--- src/verilog/svp_defs.svh ---
`ifndef SVP_DEFS_SVH
`define SVP_DEFS_SVH
// Clock and switching timebase
`define SVP_CLK_PERIOD_NS 25
`define SVP_CLK_KHZ (1000000 / `SVP_CLK_PERIOD_NS)
`define SVP_FSW_KHZ 250
`define SVP_SAMPLES 6
`define SVP_SUB_CLKS ((`SVP_CLK_KHZ / `SVP_FSW_KHZ) / `SVP_SAMPLES)
`define SVP_HALF_WAIT 3'h3
// Soft-start counts, in switching cycles
`define SVP_SS_DELAY 64
`define SVP_SS_COARSE 640
`define SVP_COARSE_PER 32
`define SVP_FINE_PER 16
`define SVP_OFS_PER 80
`define SVP_NL_CYC 2
// Levels in 12.5mV units
`define SVP_OFS_INIT 4'h8
`define SVP_OV_FLOOR 8'h88
`define SVP_OV_MARGIN 8'h10
`define SVP_COARSE_STEP 8'h02
`define SVP_FINE_STEP 8'h01
// Code to level mapping
`define SVP_CODE_WRAP 6'h15
`define SVP_BASE_HI 8'h95
`define SVP_BASE_LO 8'h57
`define SVP_NL_PREFIX 5'h1F
`define SVP_CODE_RST 6'h3F
// Register map
`define SVP_ADDR_CTRL 32'h0000_0000
`define SVP_ADDR_STATUS 32'h0000_0004
`define SVP_ADDR_LEVEL 32'h0000_0008
`define SVP_CTRL_RST 1'b1
`endif

--- src/verilog/svp_pkg.sv ---
package svp_pkg;
	typedef enum logic [2:0] {
		SVP_SHUT,
		SVP_DELAY,
		SVP_RAMP,
		SVP_RUN,
		SVP_NLWAIT
	} svp_state_t;

	typedef struct packed {
		logic       pok;
		logic       pwm_on;
		logic       ov_latch;
		logic       uv;
		svp_state_t state;
	} svp_status_t;
endpackage

--- src/verilog/svp_sequencer.sv ---
`timescale 1ns/100ps
`include "svp_defs.svh"

module svp_sequencer
	import svp_pkg::*;
#(
	parameter int unsigned SUB_CLKS   = `SVP_SUB_CLKS,
	parameter int unsigned SS_DELAY   = `SVP_SS_DELAY,
	parameter int unsigned SS_COARSE  = `SVP_SS_COARSE,
	parameter int unsigned COARSE_PER = `SVP_COARSE_PER,
	parameter int unsigned FINE_PER   = `SVP_FINE_PER,
	parameter int unsigned OFS_PER    = `SVP_OFS_PER,
	parameter int unsigned NL_CYC     = `SVP_NL_CYC
) (
	input  wire logic        hclk,
	input  wire logic        hresetn,
	input  wire logic        clk_en,
	input  wire logic        hsel,
	input  wire logic [31:0] haddr,
	input  wire logic [1:0]  htrans,
	input  wire logic        hwrite,
	input  wire logic [2:0]  hsize,
	input  wire logic [31:0] hwdata,
	input  wire logic        hready,
	output logic             hreadyout,
	output logic             hresp,
	output logic [31:0]      hrdata,
	input  wire logic        bias_valid,
	input  wire logic        threshold_enable,
	input  wire logic        logic_enable,
	input  wire logic [4:0]  voltage_code,
	input  wire logic        half_step_bit,
	input  wire logic [7:0]  sense_voltage,
	input  wire logic        ov_detect,
	output logic             pwm_oe_n,
	output logic [7:0]       dac_level,
	output logic [3:0]       sense_offset,
	output logic [7:0]       ov_trip_level,
	output logic             power_ok_out,
	output logic             power_ok_oe_n
);
	localparam int unsigned SUB_W = $clog2(SUB_CLKS + 1);

	logic             core_rst_n;
	logic [SUB_W-1:0] sub_cnt;
	logic [2:0]       phase;
	logic             strobe;
	logic             cyc_tick;
	logic [5:0]       code_q;
	logic [7:0]       tgt;
	logic             noload;
	logic             uv;
	logic             run_allow;
	logic             ov_latch;
	logic             enables_ok;
	logic             en_ok;
	svp_state_t       state;
	svp_state_t       next_state;
	logic [11:0]      ss_cyc;
	logic [5:0]       step_cnt;
	logic [6:0]       ofs_cnt;
	logic             coarse;
	logic             ramp_step;
	logic             pend;
	logic             pend_up;
	logic [2:0]       wait_cnt;
	logic             diff_up;
	logic             diff_dn;
	logic             far;
	logic [7:0]       ov_code;
	logic             acc;
	logic             wr_pend;
	logic [31:0]      wr_addr;
	logic             ctrl_now;
	logic [31:0]      rd_val;
	svp_status_t      status;

	////////////////////////////////////////////////////////////////////////
	// Bias loss acts as an asynchronous reset of the sequencer core; the AHB registers reset on hresetn only
	assign core_rst_n = hresetn & bias_valid;

	// Switching cycle split into six equal sixths
	always_ff @(posedge hclk or negedge core_rst_n) begin
		if (!core_rst_n) begin
			sub_cnt <= '0;
			phase <= '0;
		end else if (clk_en) begin
			if (sub_cnt == SUB_W'(SUB_CLKS - 1)) begin
				sub_cnt <= '0;
				phase <= (phase == 3'(`SVP_SAMPLES - 1)) ? 3'h0 : phase + 3'h1;
			end else begin
				sub_cnt <= sub_cnt + SUB_W'(1);
			end
		end
	end

	assign strobe   = clk_en && (sub_cnt == SUB_W'(SUB_CLKS - 1));
	assign cyc_tick = strobe && (phase == 3'(`SVP_SAMPLES - 1));

	// Code captured on each strobe; reset value reads as no-load
	always_ff @(posedge hclk or negedge core_rst_n) begin
		if (!core_rst_n) begin
			code_q <= `SVP_CODE_RST;
		end else if (strobe) begin
			code_q <= {voltage_code, half_step_bit};
		end
	end

	////////////////////////////////////////////////////////////////////////
	// Code to level (12.5mV units); the table wraps at code 21
	always_comb begin
		if (code_q >= `SVP_CODE_WRAP) begin
			tgt = `SVP_BASE_HI - {2'b00, code_q};
		end else begin
			tgt = `SVP_BASE_LO - {2'b00, code_q};
		end
	end

	assign noload = (code_q[5:1] == `SVP_NL_PREFIX);
	// 4*sense < 3*target, kept in integers to avoid a divider
	assign uv = {sense_voltage, 2'b00} < (10'({tgt, 1'b0}) + 10'(tgt));
	assign enables_ok = threshold_enable && logic_enable && run_allow;
	assign en_ok = enables_ok && !noload && !ov_latch;

	// Overvoltage latch; set wins over the enable-driven clear
	always_ff @(posedge hclk or negedge core_rst_n) begin
		if (!core_rst_n) begin
			ov_latch <= 1'b0;
		end else if (clk_en) begin
			if (ov_detect) begin
				ov_latch <= 1'b1;
			end else if (!threshold_enable || !logic_enable) begin
				ov_latch <= 1'b0;
			end
		end
	end

	////////////////////////////////////////////////////////////////////////
	// Sequencer state
	always_comb begin
		next_state = state;
		case (state)
			SVP_SHUT: begin
				if (en_ok) begin
					next_state = SVP_DELAY;
				end
			end
			SVP_DELAY, SVP_RAMP, SVP_RUN: begin
				if (!enables_ok || ov_latch) begin
					next_state = SVP_SHUT;
				end else if (noload) begin
					next_state = SVP_NLWAIT;
				end else if (state == SVP_DELAY && cyc_tick && ss_cyc == 12'(SS_DELAY - 1)) begin
					next_state = SVP_RAMP;
				end else if (state == SVP_RAMP && dac_level >= tgt) begin
					next_state = SVP_RUN;
				end
			end
			SVP_NLWAIT: begin
				if (!enables_ok || ov_latch) begin
					next_state = SVP_SHUT;
				end else if (cyc_tick && ss_cyc == 12'(NL_CYC - 1)) begin
					next_state = SVP_SHUT;
				end
			end
			default: next_state = SVP_SHUT;
		endcase
	end

	always_ff @(posedge hclk or negedge core_rst_n) begin
		if (!core_rst_n) begin
			state <= SVP_SHUT;
		end else if (clk_en) begin
			state <= next_state;
		end
	end

	// Cycle counter, restarted on every state change
	always_ff @(posedge hclk or negedge core_rst_n) begin
		if (!core_rst_n) begin
			ss_cyc <= '0;
		end else if (clk_en) begin
			if (next_state != state) begin
				ss_cyc <= '0;
			end else if (cyc_tick && ss_cyc != 12'hFFF) begin
				ss_cyc <= ss_cyc + 12'h001;
			end
		end
	end

	////////////////////////////////////////////////////////////////////////
	// Ramp pacing: same slope in both halves, step size differs
	assign coarse = (ss_cyc < 12'(SS_COARSE));

	always_ff @(posedge hclk or negedge core_rst_n) begin
		if (!core_rst_n) begin
			step_cnt <= '0;
		end else if (clk_en) begin
			if (state != SVP_RAMP || next_state != state) begin
				step_cnt <= '0;
			end else if (ramp_step) begin
				step_cnt <= '0;
			end else if (cyc_tick) begin
				step_cnt <= step_cnt + 6'h01;
			end
		end
	end

	assign ramp_step = (state == SVP_RAMP) && cyc_tick &&
		(step_cnt == (coarse ? 6'(COARSE_PER - 1) : 6'(FINE_PER - 1)));

	assign diff_up = tgt > dac_level;
	assign diff_dn = tgt < dac_level;
	assign far     = diff_up ? (tgt - dac_level > 8'h01) : (dac_level - tgt > 8'h01);

	// DAC level: zero when idle, ramped, then tracks the code
	always_ff @(posedge hclk or negedge core_rst_n) begin
		if (!core_rst_n) begin
			dac_level <= '0;
			pend <= 1'b0;
			pend_up <= 1'b0;
			wait_cnt <= '0;
		end else if (clk_en) begin
			if (state == SVP_SHUT || state == SVP_DELAY) begin
				dac_level <= '0;
				pend <= 1'b0;
			end else if (state == SVP_RAMP) begin
				pend <= 1'b0;
				if (ramp_step && diff_up) begin
					if (coarse && far) begin
						dac_level <= dac_level + `SVP_COARSE_STEP;
					end else begin
						dac_level <= dac_level + `SVP_FINE_STEP;
					end
				end
			end else if (strobe) begin
				if (far) begin
					pend <= 1'b0;
					dac_level <= diff_up ? dac_level + `SVP_FINE_STEP : dac_level - `SVP_FINE_STEP;
				end else if (pend) begin
					if (pend_up ? !diff_up : !diff_dn) begin
						pend <= 1'b0;
					end else if (wait_cnt == 3'h1) begin
						pend <= 1'b0;
						dac_level <= pend_up ? dac_level + `SVP_FINE_STEP : dac_level - `SVP_FINE_STEP;
					end else begin
						wait_cnt <= wait_cnt - 3'h1;
					end
				end else if (diff_up || diff_dn) begin
					pend <= 1'b1;
					pend_up <= diff_up;
					wait_cnt <= `SVP_HALF_WAIT;
				end
			end
		end
	end

	// Sense offset: full at entry, one unit per OFS_PER ramp cycles
	always_ff @(posedge hclk or negedge core_rst_n) begin
		if (!core_rst_n) begin
			sense_offset <= '0;
			ofs_cnt <= '0;
		end else if (clk_en) begin
			if (state == SVP_DELAY) begin
				sense_offset <= `SVP_OFS_INIT;
				ofs_cnt <= '0;
			end else if (state != SVP_RAMP) begin
				sense_offset <= '0;
				ofs_cnt <= '0;
			end else if (cyc_tick && sense_offset != 4'h0) begin
				if (ofs_cnt == 7'(OFS_PER - 1)) begin
					ofs_cnt <= '0;
					sense_offset <= sense_offset - 4'h1;
				end else begin
					ofs_cnt <= ofs_cnt + 7'h01;
				end
			end
		end
	end

	////////////////////////////////////////////////////////////////////////
	// PWM enable; during the ramp it latches once the DAC meets the output
	always_ff @(posedge hclk or negedge core_rst_n) begin
		if (!core_rst_n) begin
			pwm_oe_n <= 1'b1;
		end else if (clk_en) begin
			case (state)
				SVP_RUN, SVP_NLWAIT: pwm_oe_n <= 1'b0;
				SVP_RAMP: begin
					if (dac_level >= sense_voltage) begin
						pwm_oe_n <= 1'b0;
					end
				end
				default: pwm_oe_n <= 1'b1;
			endcase
		end
	end

	// Power ok: overvoltage is deliberately not an input here
	always_ff @(posedge hclk or negedge core_rst_n) begin
		if (!core_rst_n) begin
			power_ok_oe_n <= 1'b0;
		end else if (clk_en) begin
			power_ok_oe_n <= (state == SVP_RUN) && !uv;
		end
	end

	assign power_ok_out = 1'b0;

	// Overvoltage trip level
	assign ov_code = tgt + `SVP_OV_MARGIN;

	always_ff @(posedge hclk or negedge core_rst_n) begin
		if (!core_rst_n) begin
			ov_trip_level <= `SVP_OV_FLOOR;
		end else if (clk_en) begin
			case (state)
				SVP_SHUT: ov_trip_level <= ov_latch ? ov_code : `SVP_OV_FLOOR;
				SVP_DELAY, SVP_RAMP: ov_trip_level <= (ov_code > `SVP_OV_FLOOR) ? ov_code : `SVP_OV_FLOOR;
				default: ov_trip_level <= ov_code;
			endcase
		end
	end

	////////////////////////////////////////////////////////////////////////
	// AHB-Lite slave, zero wait states; clk_en low stalls the bus
	assign hreadyout = clk_en;
	assign hresp     = 1'b0;
	assign acc       = hsel && hready && htrans[1] && clk_en;

	always_ff @(posedge hclk or negedge hresetn) begin
		if (!hresetn) begin
			wr_pend <= 1'b0;
			wr_addr <= '0;
			run_allow <= `SVP_CTRL_RST;
		end else if (clk_en) begin
			if (wr_pend && wr_addr == `SVP_ADDR_CTRL) begin
				run_allow <= hwdata[0];
			end
			wr_pend <= acc && hwrite;
			wr_addr <= haddr;
		end
	end

	// A read right behind a control write sees the new value
	assign ctrl_now = (wr_pend && wr_addr == `SVP_ADDR_CTRL) ? hwdata[0] : run_allow;

	always_comb begin
		status.pok = power_ok_oe_n;
		status.pwm_on = !pwm_oe_n;
		status.ov_latch = ov_latch;
		status.uv = uv;
		status.state = state;
	end

	// Unmapped addresses read zero and still answer OKAY
	always_comb begin
		if (haddr == `SVP_ADDR_CTRL) begin
			rd_val = {31'h0000_0000, ctrl_now};
		end else if (haddr == `SVP_ADDR_STATUS) begin
			rd_val = {25'h000_0000, status};
		end else if (haddr == `SVP_ADDR_LEVEL) begin
			rd_val = {12'h000, sense_offset, tgt, dac_level};
		end else begin
			rd_val = 32'h0000_0000;
		end
	end

	always_ff @(posedge hclk or negedge hresetn) begin
		if (!hresetn) begin
			hrdata <= '0;
		end else if (acc && !hwrite) begin
			hrdata <= rd_val;
		end
	end
endmodule

--- config.mk ---
export PLATFORM = sky130hd
export DESIGN_NAME = svp_sequencer
export DESIGN_NICKNAME = d
export VERILOG_FILES = /design/src/verilog/svp_pkg.sv /design/src/verilog/svp_sequencer.sv
export VERILOG_INCLUDE_DIRS = /design/src /design/src/verilog
export SDC_FILE = /design/constraint.sdc
export NUM_CORES = 1
export LEC_CHECK = 0
export ABC_AREA = 1
export BUFFER_PORTS_ARGS = -buffer_cell sky130_fd_sc_hd__buf_2
export CAP_MARGIN = 5
export CORE_MARGIN = 1
export CORE_UTILIZATION = 35
export DETAILED_ROUTE_END_ITERATION = 8
export GPL_ROUTABILITY_DRIVEN = 1
export PLACE_DENSITY = 0.52
export SLEW_MARGIN = 20
export SYNTH_ARGS = -nofsm -noshare
export SYNTH_HDL_FRONTEND = slang
export SYNTH_SLANG_ARGS = --single-unit
--- constraint.sdc ---
create_clock -name hclk -period 5.4 [get_ports hclk]
set_input_delay 0.27 -clock hclk [delete_from_list [all_inputs] [get_ports hclk]]
set_output_delay 0.27 -clock hclk [all_outputs]
set_load 0.02 [all_outputs]
* Word level (Yosys, flattened, before mapping)
Cells that the tools add are included. Widths: inputs -> output; s select.
Cells by class: add/subtract/negate cells 16, order comparisons 10, equality and inequality tests 22, mux-type cells 61, bitwise operators 5, reduce and logical (&&, ||, !) cells 65
Operator list (number):
- $mux 8 | 14
- $logic_not 32->1 | 2
- $mux 20 | 3
- $mux 3 | 12
- $eq 32x3->1 const B | 1
- $eq 32x4->1 const B | 1
- $mux 7 | 4
- $mux 12 | 2
- $logic_and 1x1->1 | 23
- $mux 6 | 3
- $ge 8x8->1 | 2
- $gt 8x1->1 const B | 2
- $mux 4 | 4
- $pmux 8 s2 | 1
- $sub 8x8->8 | 2
- $mux 1 | 14
- $reduce_and 2->1 | 7
- $add 12x1->12 const B | 1
- $eq 12x1->1 const B | 1
- $eq 12x6->1 const B | 1
- $lt 12x10->1 const B | 1
- $ne 12x12->1 const B | 1
- $reduce_bool 3->1 | 4
- $reduce_bool 4->1 | 3
- other kinds (44) | 70
Storage, ports and cells: flip-flop bits (word level) 136, input port bits 93, output and inout bits 57, logic and storage cells 199

* Depth between registers and ports, before layout
Gate-level depths: netlist of the first run.
word-level depth 13, gate-level depth with buffers 29

* Worst setup path before layout of the first run
Ideal clock, no wire load.
kind register to register, start point register code_q[2], end point register dac_level[0], arrival 3.689 ns, required time 5.280 ns, slack 1.591 ns, cell stages (with the launch flop) 27, path buffers 1, period minus slack after synthesis 3.809 ns, path through dfstp_2 > inv_1 > nor2_1 > nand3_2 > nand2_4 > inv_1 > nor3_1 > inv_1 > nand3_1 > inv_1 > ha_1 > buf_4 > nand2_1 > nor2_4 > nand4_2 > nand2_4 > inv_2 > nor2_2 > nand3_1 > nor2_1 > nand3_2 > o21bai_4 > nand3_1 > nand3_4 > nor2_4 > nand3_1 > nand2_1
Between the ends: longest elaborated chain between the ends 10, elaborated cells between the ends (all ways) 28
RTL lines:
- start, declared | line svp_sequencer.sv:49 | logic [5:0] code_q;
- start signal, assigned | line svp_sequencer.sv:103 | code_q <= `SVP_CODE_RST;
- start signal, assigned | line svp_sequencer.sv:105 | code_q <= {voltage_code, half_step_bit};
- $sub 8x6->8 (no source line) (tied with other cells)
- $mux 8 * | line svp_sequencer.sv:112 | if (code_q >= `SVP_CODE_WRAP) begin
- $sub 8x8->8 | line svp_sequencer.sv:214 | assign far = diff_up ? (tgt - dac_level > 8'h01) : (dac_level - tgt > 8'h01);
- $gt 8x1->1 | line svp_sequencer.sv:214
- $mux 1 | line svp_sequencer.sv:214
- $logic_and 1x1->1 | line svp_sequencer.sv:230 | if (coarse && far) begin
- $mux 8 | line svp_sequencer.sv:230
- $mux 8 | line svp_sequencer.sv:229 | if (ramp_step && diff_up) begin
- $mux 8 | line svp_sequencer.sv:227 | end else if (state == SVP_RAMP) begin
- $mux 8 | line svp_sequencer.sv:224 | if (state == SVP_SHUT || state == SVP_DELAY) begin
- end signal, assigned | line svp_sequencer.sv:231 | dac_level <= dac_level + `SVP_COARSE_STEP;
- end signal, assigned | line svp_sequencer.sv:233 | dac_level <= dac_level + `SVP_FINE_STEP;
- end signal, assigned | line svp_sequencer.sv:239 | dac_level <= diff_up ? dac_level + `SVP_FINE_STEP : dac_level - `SVP_FINE_STEP;
- end, declared | line svp_sequencer.sv:36 | output logic [7:0] dac_level,
Mark *: on every way between the ends. The rest lies on a longest branch, timed or not. The select of a mux whose other input is x is not followed. A chain may end at the register's enable or synchronous reset.

* Final worst setup path of the first run
Ends and elaborated chain as after synthesis.

==> results of run 1 <==
-- kinds of logic after synthesis --
kind of cell,after synthesis
multiplexers,2
other,1
AO/OA/AOI/OAI,195
buffers and inverters,195
AND/OR/NAND/NOR,512
adder cells (fa/ha/maj),61
flip-flops,124
XOR/XNOR,50
-- power groups by stage --
stage | Combinational [mW] | Clock [mW] | Sequential (mW)
after global placement | 2.32 | 0 | 1.19
after global routing | 2.71 | 1.24 | 1.19
final | 2.36 | 1.17 | 1.18
after floorplan | 1.79 | 0 | 1.19
after CTS | 2.37 | 1.20 | 1.18
after detailed placement | 2.35 | 0 | 1.19
-- cells in the final DEF (no fill, tap or decap), drive strengths merged, types with 8 or more instances in the layout --
cell type  instances
nor3              30
xnor2              8
inv              161
nor2              86
dfrtp            114
nand2            274
o211ai             9
dfstp             10
clkbuf            17
buf              106
xor2              42
nor4              12
a21oi             47
nand3             80
ha                59
conb              14
o21ai            114
nand4             18
-- stage by stage --
step	setup slack, ns	power (mW)	instance area, um^2	hold slack (ns)
after floorplan	1.59	2.99	8720	-0.0256
after global placement	1.01	3.51	9420	0.455
after detailed placement	0.929	3.54	9420	0.461
after CTS	0.906	4.75	10000	0.0217
after global routing	0.478	5.15	10000	0.0512
final	0.921	4.71	10000	0.00327
-- state kept, by name, summed over array words and instances (netlist names), 3 cells and up --
name / flops
dac_level: 8
ss_cyc: 12
step_cnt: 6
ov_trip_level: 8
sub_cnt: 5
wait_cnt: 3
code_q: 6
wr_addr: 32
ofs_cnt: 7
state: 3
phase: 3
hrdata: 20
sense_offset: 4
-- cell type report --
| cell class | instances | area, um^2 |
|---|---|---|
| clock buffer | 17 | 425 |
| fill | 2563 | 14300 |
| tap | 324 | 405 |
| timing repair buffer | 106 | 546 |
| clock inverter | 15 | 168 |
| sequential | 124 | 3120 |
| inverter | 152 | 571 |
| multi-input combinational | 834 | 4780 |
-- per-layer routing --
layer / global-route usage (%) / vias up / wire length, um
li1: - / 3898 / -
met1: 25.4 / 3600 / 11500
met2: 33.3 / 153 / 11400
met3: 3.31 / 17 / 764
met4: 4.76 / 0 / 275
met5: 0 / - / 0
-- worst paths after layout --
check                                      start                  endpoint  slack [ns]  cells after the start
setup / recovery           code_q[2]$_DFFE_PN1P_  dac_level[0]$_DFFE_PN0P_        0.92                     25
hold / removal                        bias_valid     ss_cyc[1]$_DFFE_PN0P_       0.003                      3
setup reg to reg           code_q[2]$_DFFE_PN1P_  dac_level[0]$_DFFE_PN0P_        0.92                     25
hold reg to reg             phase[0]$_DFFE_PN0P_      phase[0]$_DFFE_PN0P_        0.47                      1
max in group asynchronous                hresetn    ss_cyc[10]$_DFFE_PN0P_        3.62                      5
min in group hclk                voltage_code[1]     code_q[2]$_DFFE_PN1P_        0.05                      3
-- worst reg2reg max path: cells and delay by family, from the launching register on --
kind	cells	cell delay, ns
AND/OR/NAND/NOR	18	2.48
AO/OA/AOI/OAI	1	0.35
flip-flops	1	0.54
adder cells (fa/ha/maj)	1	0.43
buffers and inverters	5	0.56
==> metrics.cfg, run 1 <==
[run_status]
status=complete, no violations

[clocking]
cts_tree=built
ctsHoldBuffers=0
clk_latency_ns=0.42
clockBufferDepth=2
cts_resized=0
cts_max_level=4
numCtsBuffers=17
clk_pin_slew_ns=0.06
postCtsSetupRepairBufs=0
clock-root-buffer=clkbuf_16
cts_sinks=124

[sta]
setup_viol=0
hold_viol=0
max_freq_mhz=223
final.min_clock_period_ns=4.48
tightest_slew_ns=0.870
finClkSkew_ns=0.00919
post-route-period-util_pct=82.9
slew_violations=0
fin_setup_tns_ns=0
grt_setup_unrepaired=false
maxSlewHeadroom_pct=42.0

[synth]
synth_seq_cells=124
synth_cell_types=56
yosys.area.top_type=dfrtp_1
synth_flop_cell=dfrtp_1
synth_edf_count=0
synth_top_family_by_area=simple AND/OR/NAND/NOR gates
synth_commonest_cells=nand2_1, inv_1, dfrtp_1
synth_compound_area_share_pct=12.9
synth-xor-area-share_pct=5.14
synth-async-reset-ratio_pct=100
synth_area_per_cell_um2=7.60
synthTopCellsByArea=dfrtp_1, nand2_1, ha_1, inv_1, o21ai_0
netlist.area_leader.share_pct=32.9
synth_simple_gate_area_share_pct=27.4
syn-cell-area_um2=8670
muxShareOfSynthArea_pct=0.245
syn_inst=1140
synthAdderAreaFrac_pct=8.98
yosysWarningCount=0
synth.yosys.seq_area_share_pct=35.9
yosysMostFrequentCell=nand2_1

[power_and_ir_drop]
p_int_mw=2.58
netSwitchingFraction_pct=45.2
ir_drop_mv=0.378
p_leak_nw=5.01
power_frac_seq_pct=25.0
p_clk_share_pct=24.9
p_switching_mw=2.13
power_frac_comb_pct=50.1
power_density_nw_per_um2=471

[setup_path]
critPathMaxStageDelay_ns=0.54
worst_setup_path_start_kind=flip-flop
critPathTopFamily=simple AND/OR/NAND/NOR gates
path_class=flip-flop to flip-flop
cp_num_buf_inv=5
crit_top_cell=inv_1
cp_data_required_time_ns=5.71
end_kind=flip-flop
cp.arrival_ns=4.79
critical_path.max_fanout=13
worst_path_max_delay_cell=dfstp_2

[hold_path]
hold_class=primary input to async pin

[die]
core_um2=24300
dieWidth_um=159
initial_core_util_pct=35.6
dieArea_um2=25400
rows=57
die_h_um=159
ios=150

[placed_design]
placed_cells=1540
dp_hpwl_um=17500
port_buffers=100
gp_congestion=0.870

[cells_and_area]
final_cells=1572
drive_above_1_share_pct=16.7
area_growth_pct=15.5
fin_util_pct=41.2
diodes=0
layout.nets=1389

[job]
maxCapViolCount=0

[global_routing]
antenna_found_initial=0
grt_overflow_total=0
grt_pass1_wl_um=39000
track_usage_pct=19.5
grt_max_degree=96
grt_pass1_vias=7460

[drt]
drt_first_pass_iters=5
drc=0
ant_nets=0
initialDrtViolationCount=385
wire_per_inst_um=15.2
vias_per_cell=4.88
num_vias=7668
totalWireLength_um=23900

Note: power is estimated with default switching activity, not from simulation.
==> run 2: changes to the inputs <==
--- a/config.mk
+++ b/config.mk
@@ -13,7 +13,7 @@
 export CORE_UTILIZATION = 35
 export DETAILED_ROUTE_END_ITERATION = 8
 export GPL_ROUTABILITY_DRIVEN = 1
-export PLACE_DENSITY = 0.52
+export PLACE_DENSITY = 0.54
 export SLEW_MARGIN = 20
 export SYNTH_ARGS = -nofsm -noshare
 export SYNTH_HDL_FRONTEND = slang
==> constraint.sdc (replaced) <==
create_clock -name hclk -period 3.81 [get_ports hclk]
set_input_delay 0.1905 -clock hclk [delete_from_list [all_inputs] [get_ports hclk]]
set_output_delay 0.1905 -clock hclk [all_outputs]
set_load 0.02 [all_outputs]
==> metrics.cfg, run 2 (same netlist as run 1, synthesis figures left out) <==
[setup_path]
worst_setup_path_start_kind=flip-flop
cp.arrival_ns=3.90  ; -0.89 ns
worst_path_max_delay_cell=dfstp_2
critPathMaxStageDelay_ns=0.59  ; +0.05 ns
cp_num_buf_inv=5  ; unchanged
cp_data_required_time_ns=4.11  ; -1.60 ns
critPathTopFamily=simple AND/OR/NAND/NOR gates
critical_path.max_fanout=8  ; -5
path_class=flip-flop to flip-flop
end_kind=flip-flop

[power_and_ir_drop]
power_frac_seq_pct=22.4  ; -2.6 points
p_leak_nw=5.41  ; +8.1%
power_frac_comb_pct=54.8  ; +4.7 points
total_power_mw=7.39  ; +57%
netSwitchingFraction_pct=43.4  ; -1.8 points
power_density_nw_per_um2=677  ; +44%
p_switching_mw=3.21  ; +50%
ir_drop_mv=0.834  ; +120%
p_clk_share_pct=22.9  ; -2.0 points
p_int_mw=4.18  ; +62%

[sta]
final.min_clock_period_ns=3.60  ; -0.880 ns
tightest_slew_ns=0.850  ; -0.0198 ns
finClkSkew_ns=0.0100  ; +0.000824 ns
setup_viol=0  ; unchanged
max_freq_mhz=278  ; +24%
slew_violations=0  ; unchanged
whs_ns=0.0178  ; +0.0145 ns
hold_viol=0  ; unchanged
post-route-period-util_pct=94.4  ; +12 points
maxSlewHeadroom_pct=43.3  ; +1.3 points

[drt]
drt_first_pass_iters=5  ; unchanged
num_vias=7983  ; +4.1%
drc=0  ; unchanged
ant_nets=0  ; unchanged
totalWireLength_um=24900  ; +4.3%
vias_per_cell=4.84  ; -0.81%
initialDrtViolationCount=496  ; +29%
wire_per_inst_um=15.1  ; -0.64%

[cells_and_area]
area_growth_pct=25.8
final_common_cell=nand2_1
drive_above_1_share_pct=21.3  ; +4.6 points
fin_util_pct=44.8  ; +3.7 points
multi_input_area_um2=4960  ; +3.6%
largestRegisters=wr_addr (32), hrdata (20), ss_cyc (12)
largest_register_ffs=32  ; unchanged
top_register=wr_addr
mostFrequentLayoutCells=nand2_1, inv_1, dfrtp_1
layout.nets=1467  ; +5.6%
regArea_um2=3120  ; unchanged
final_area_um2=10900  ; +8.9%
n_fill_cell=2444  ; -4.6%
diodes=0  ; unchanged

[hold_path]
hold_class=primary input to flip-flop

[run_status]
status=complete, no violations

[global_routing]
grt_pass1_vias=7670  ; +2.8%
grt_max_degree=55  ; -43%
antenna_found_initial=0  ; unchanged
track_usage_pct=20.2  ; +0.71 points
grt_overflow_total=0  ; unchanged
grt_pass1_wl_um=40500  ; +3.7%

[die]
initial_core_util_pct=35.6  ; unchanged
rows=57  ; unchanged
die_h_um=159  ; unchanged
core_um2=24300  ; unchanged
ios=150  ; unchanged
dieArea_um2=25400  ; unchanged
dieWidth_um=159  ; unchanged

[clocking]
cts_max_level=4  ; unchanged
cts_tree=built
clk_pin_slew_ns=0.07  ; about the same
clock-root-buffer=clkbuf_16
clk_latency_ns=0.42  ; about the same
numCtsBuffers=17  ; unchanged
cts_sinks=124  ; unchanged
clockBufferDepth=2  ; unchanged

[job]
maxCapViolCount=0  ; unchanged

[placed_design]
dp_hpwl_um=18300  ; +4.6%
gp_congestion=0.920  ; +5.7%
placed_cell_area_um2=9690  ; +2.8%
port_buffers=100  ; unchanged

[run 2: repair_timing]
item | in CTS | in global routing
hold endpoints to repair | 56 | 0
gates resized for setup | 0 | 37
setup buffers | 0 | 13
endpoints found under the setup margin | 0 | 32
hold buffers | 30 | 0
[run 2: path summary, 6_finish.rpt]
| path | startpoint | to | slack (ns) | cells after the start |
|---|---|---|---|---|
| hold / removal | haddr[5] | wr_addr[5]$_DFFE_PN0P_ | 0.02 | 3 |
| max in group asynchronous | bias_valid | dac_level[6]$_DFFE_PN0P_ | 2.46 | 5 |
| setup reg to reg | code_q[1]$_DFFE_PN1P_ | dac_level[0]$_DFFE_PN0P_ | 0.21 | 26 |
| hold reg to reg | phase[0]$_DFFE_PN0P_ | phase[0]$_DFFE_PN0P_ | 0.46 | 1 |
| min in group asynchronous | hresetn | ss_cyc[2]$_DFFE_PN0P_ | 0.04 | 3 |
| setup / recovery | code_q[1]$_DFFE_PN1P_ | dac_level[0]$_DFFE_PN0P_ | 0.21 | 26 |
[run 2: tightest hold or removal path, delay by kind of cell]
family          cells  cell delay [ns]
simple gates        1             0.05
buf+inv             1             0.09
compound gates      1             0.07
[run 2: power by group through the flow]
stage | sequential (mW) | combinational, mW | clock, mW
finish | 1.65 | 4.04 | 1.69
global route | 1.68 | 4.55 | 1.79
CTS | 1.65 | 3.58 | 1.73
detailed placement | 1.68 | 3.52 | 0
global placement | 1.68 | 3.49 | 0
floorplan | 1.69 | 2.54 | 0
[run 2: area by class of cell]
class / instances / area share, %
clock buffers: 18 / 4.03
inverters: 152 / 5.26
clock inverters: 14 / 1.61
repair buffers: 184 / 11.4
well taps: 324 / 3.72
flip-flops and latches: 124 / 28.6
multi-input cells: 834 / 45.5
[run 2: per-layer routing]
metal	vias up	track usage (%)	wire (um)
met5	-	0	0
li1	4052	-	-
met2	169	34.1	12000
met3	31	2.81	774
met4	0	6.29	425
met1	3731	26.6	11700
[run 2: metrics by stage]
stage,instances,worst slack [ns],setup TNS [ns]
final,1650,0.212,0
after global routing,1650,-0.0711,-0.574
after floorplan,1153,0.000980,0
after detailed placement,1574,0.0614,0
after CTS,1636,0.00445,0
after global placement,1574,0.0619,0
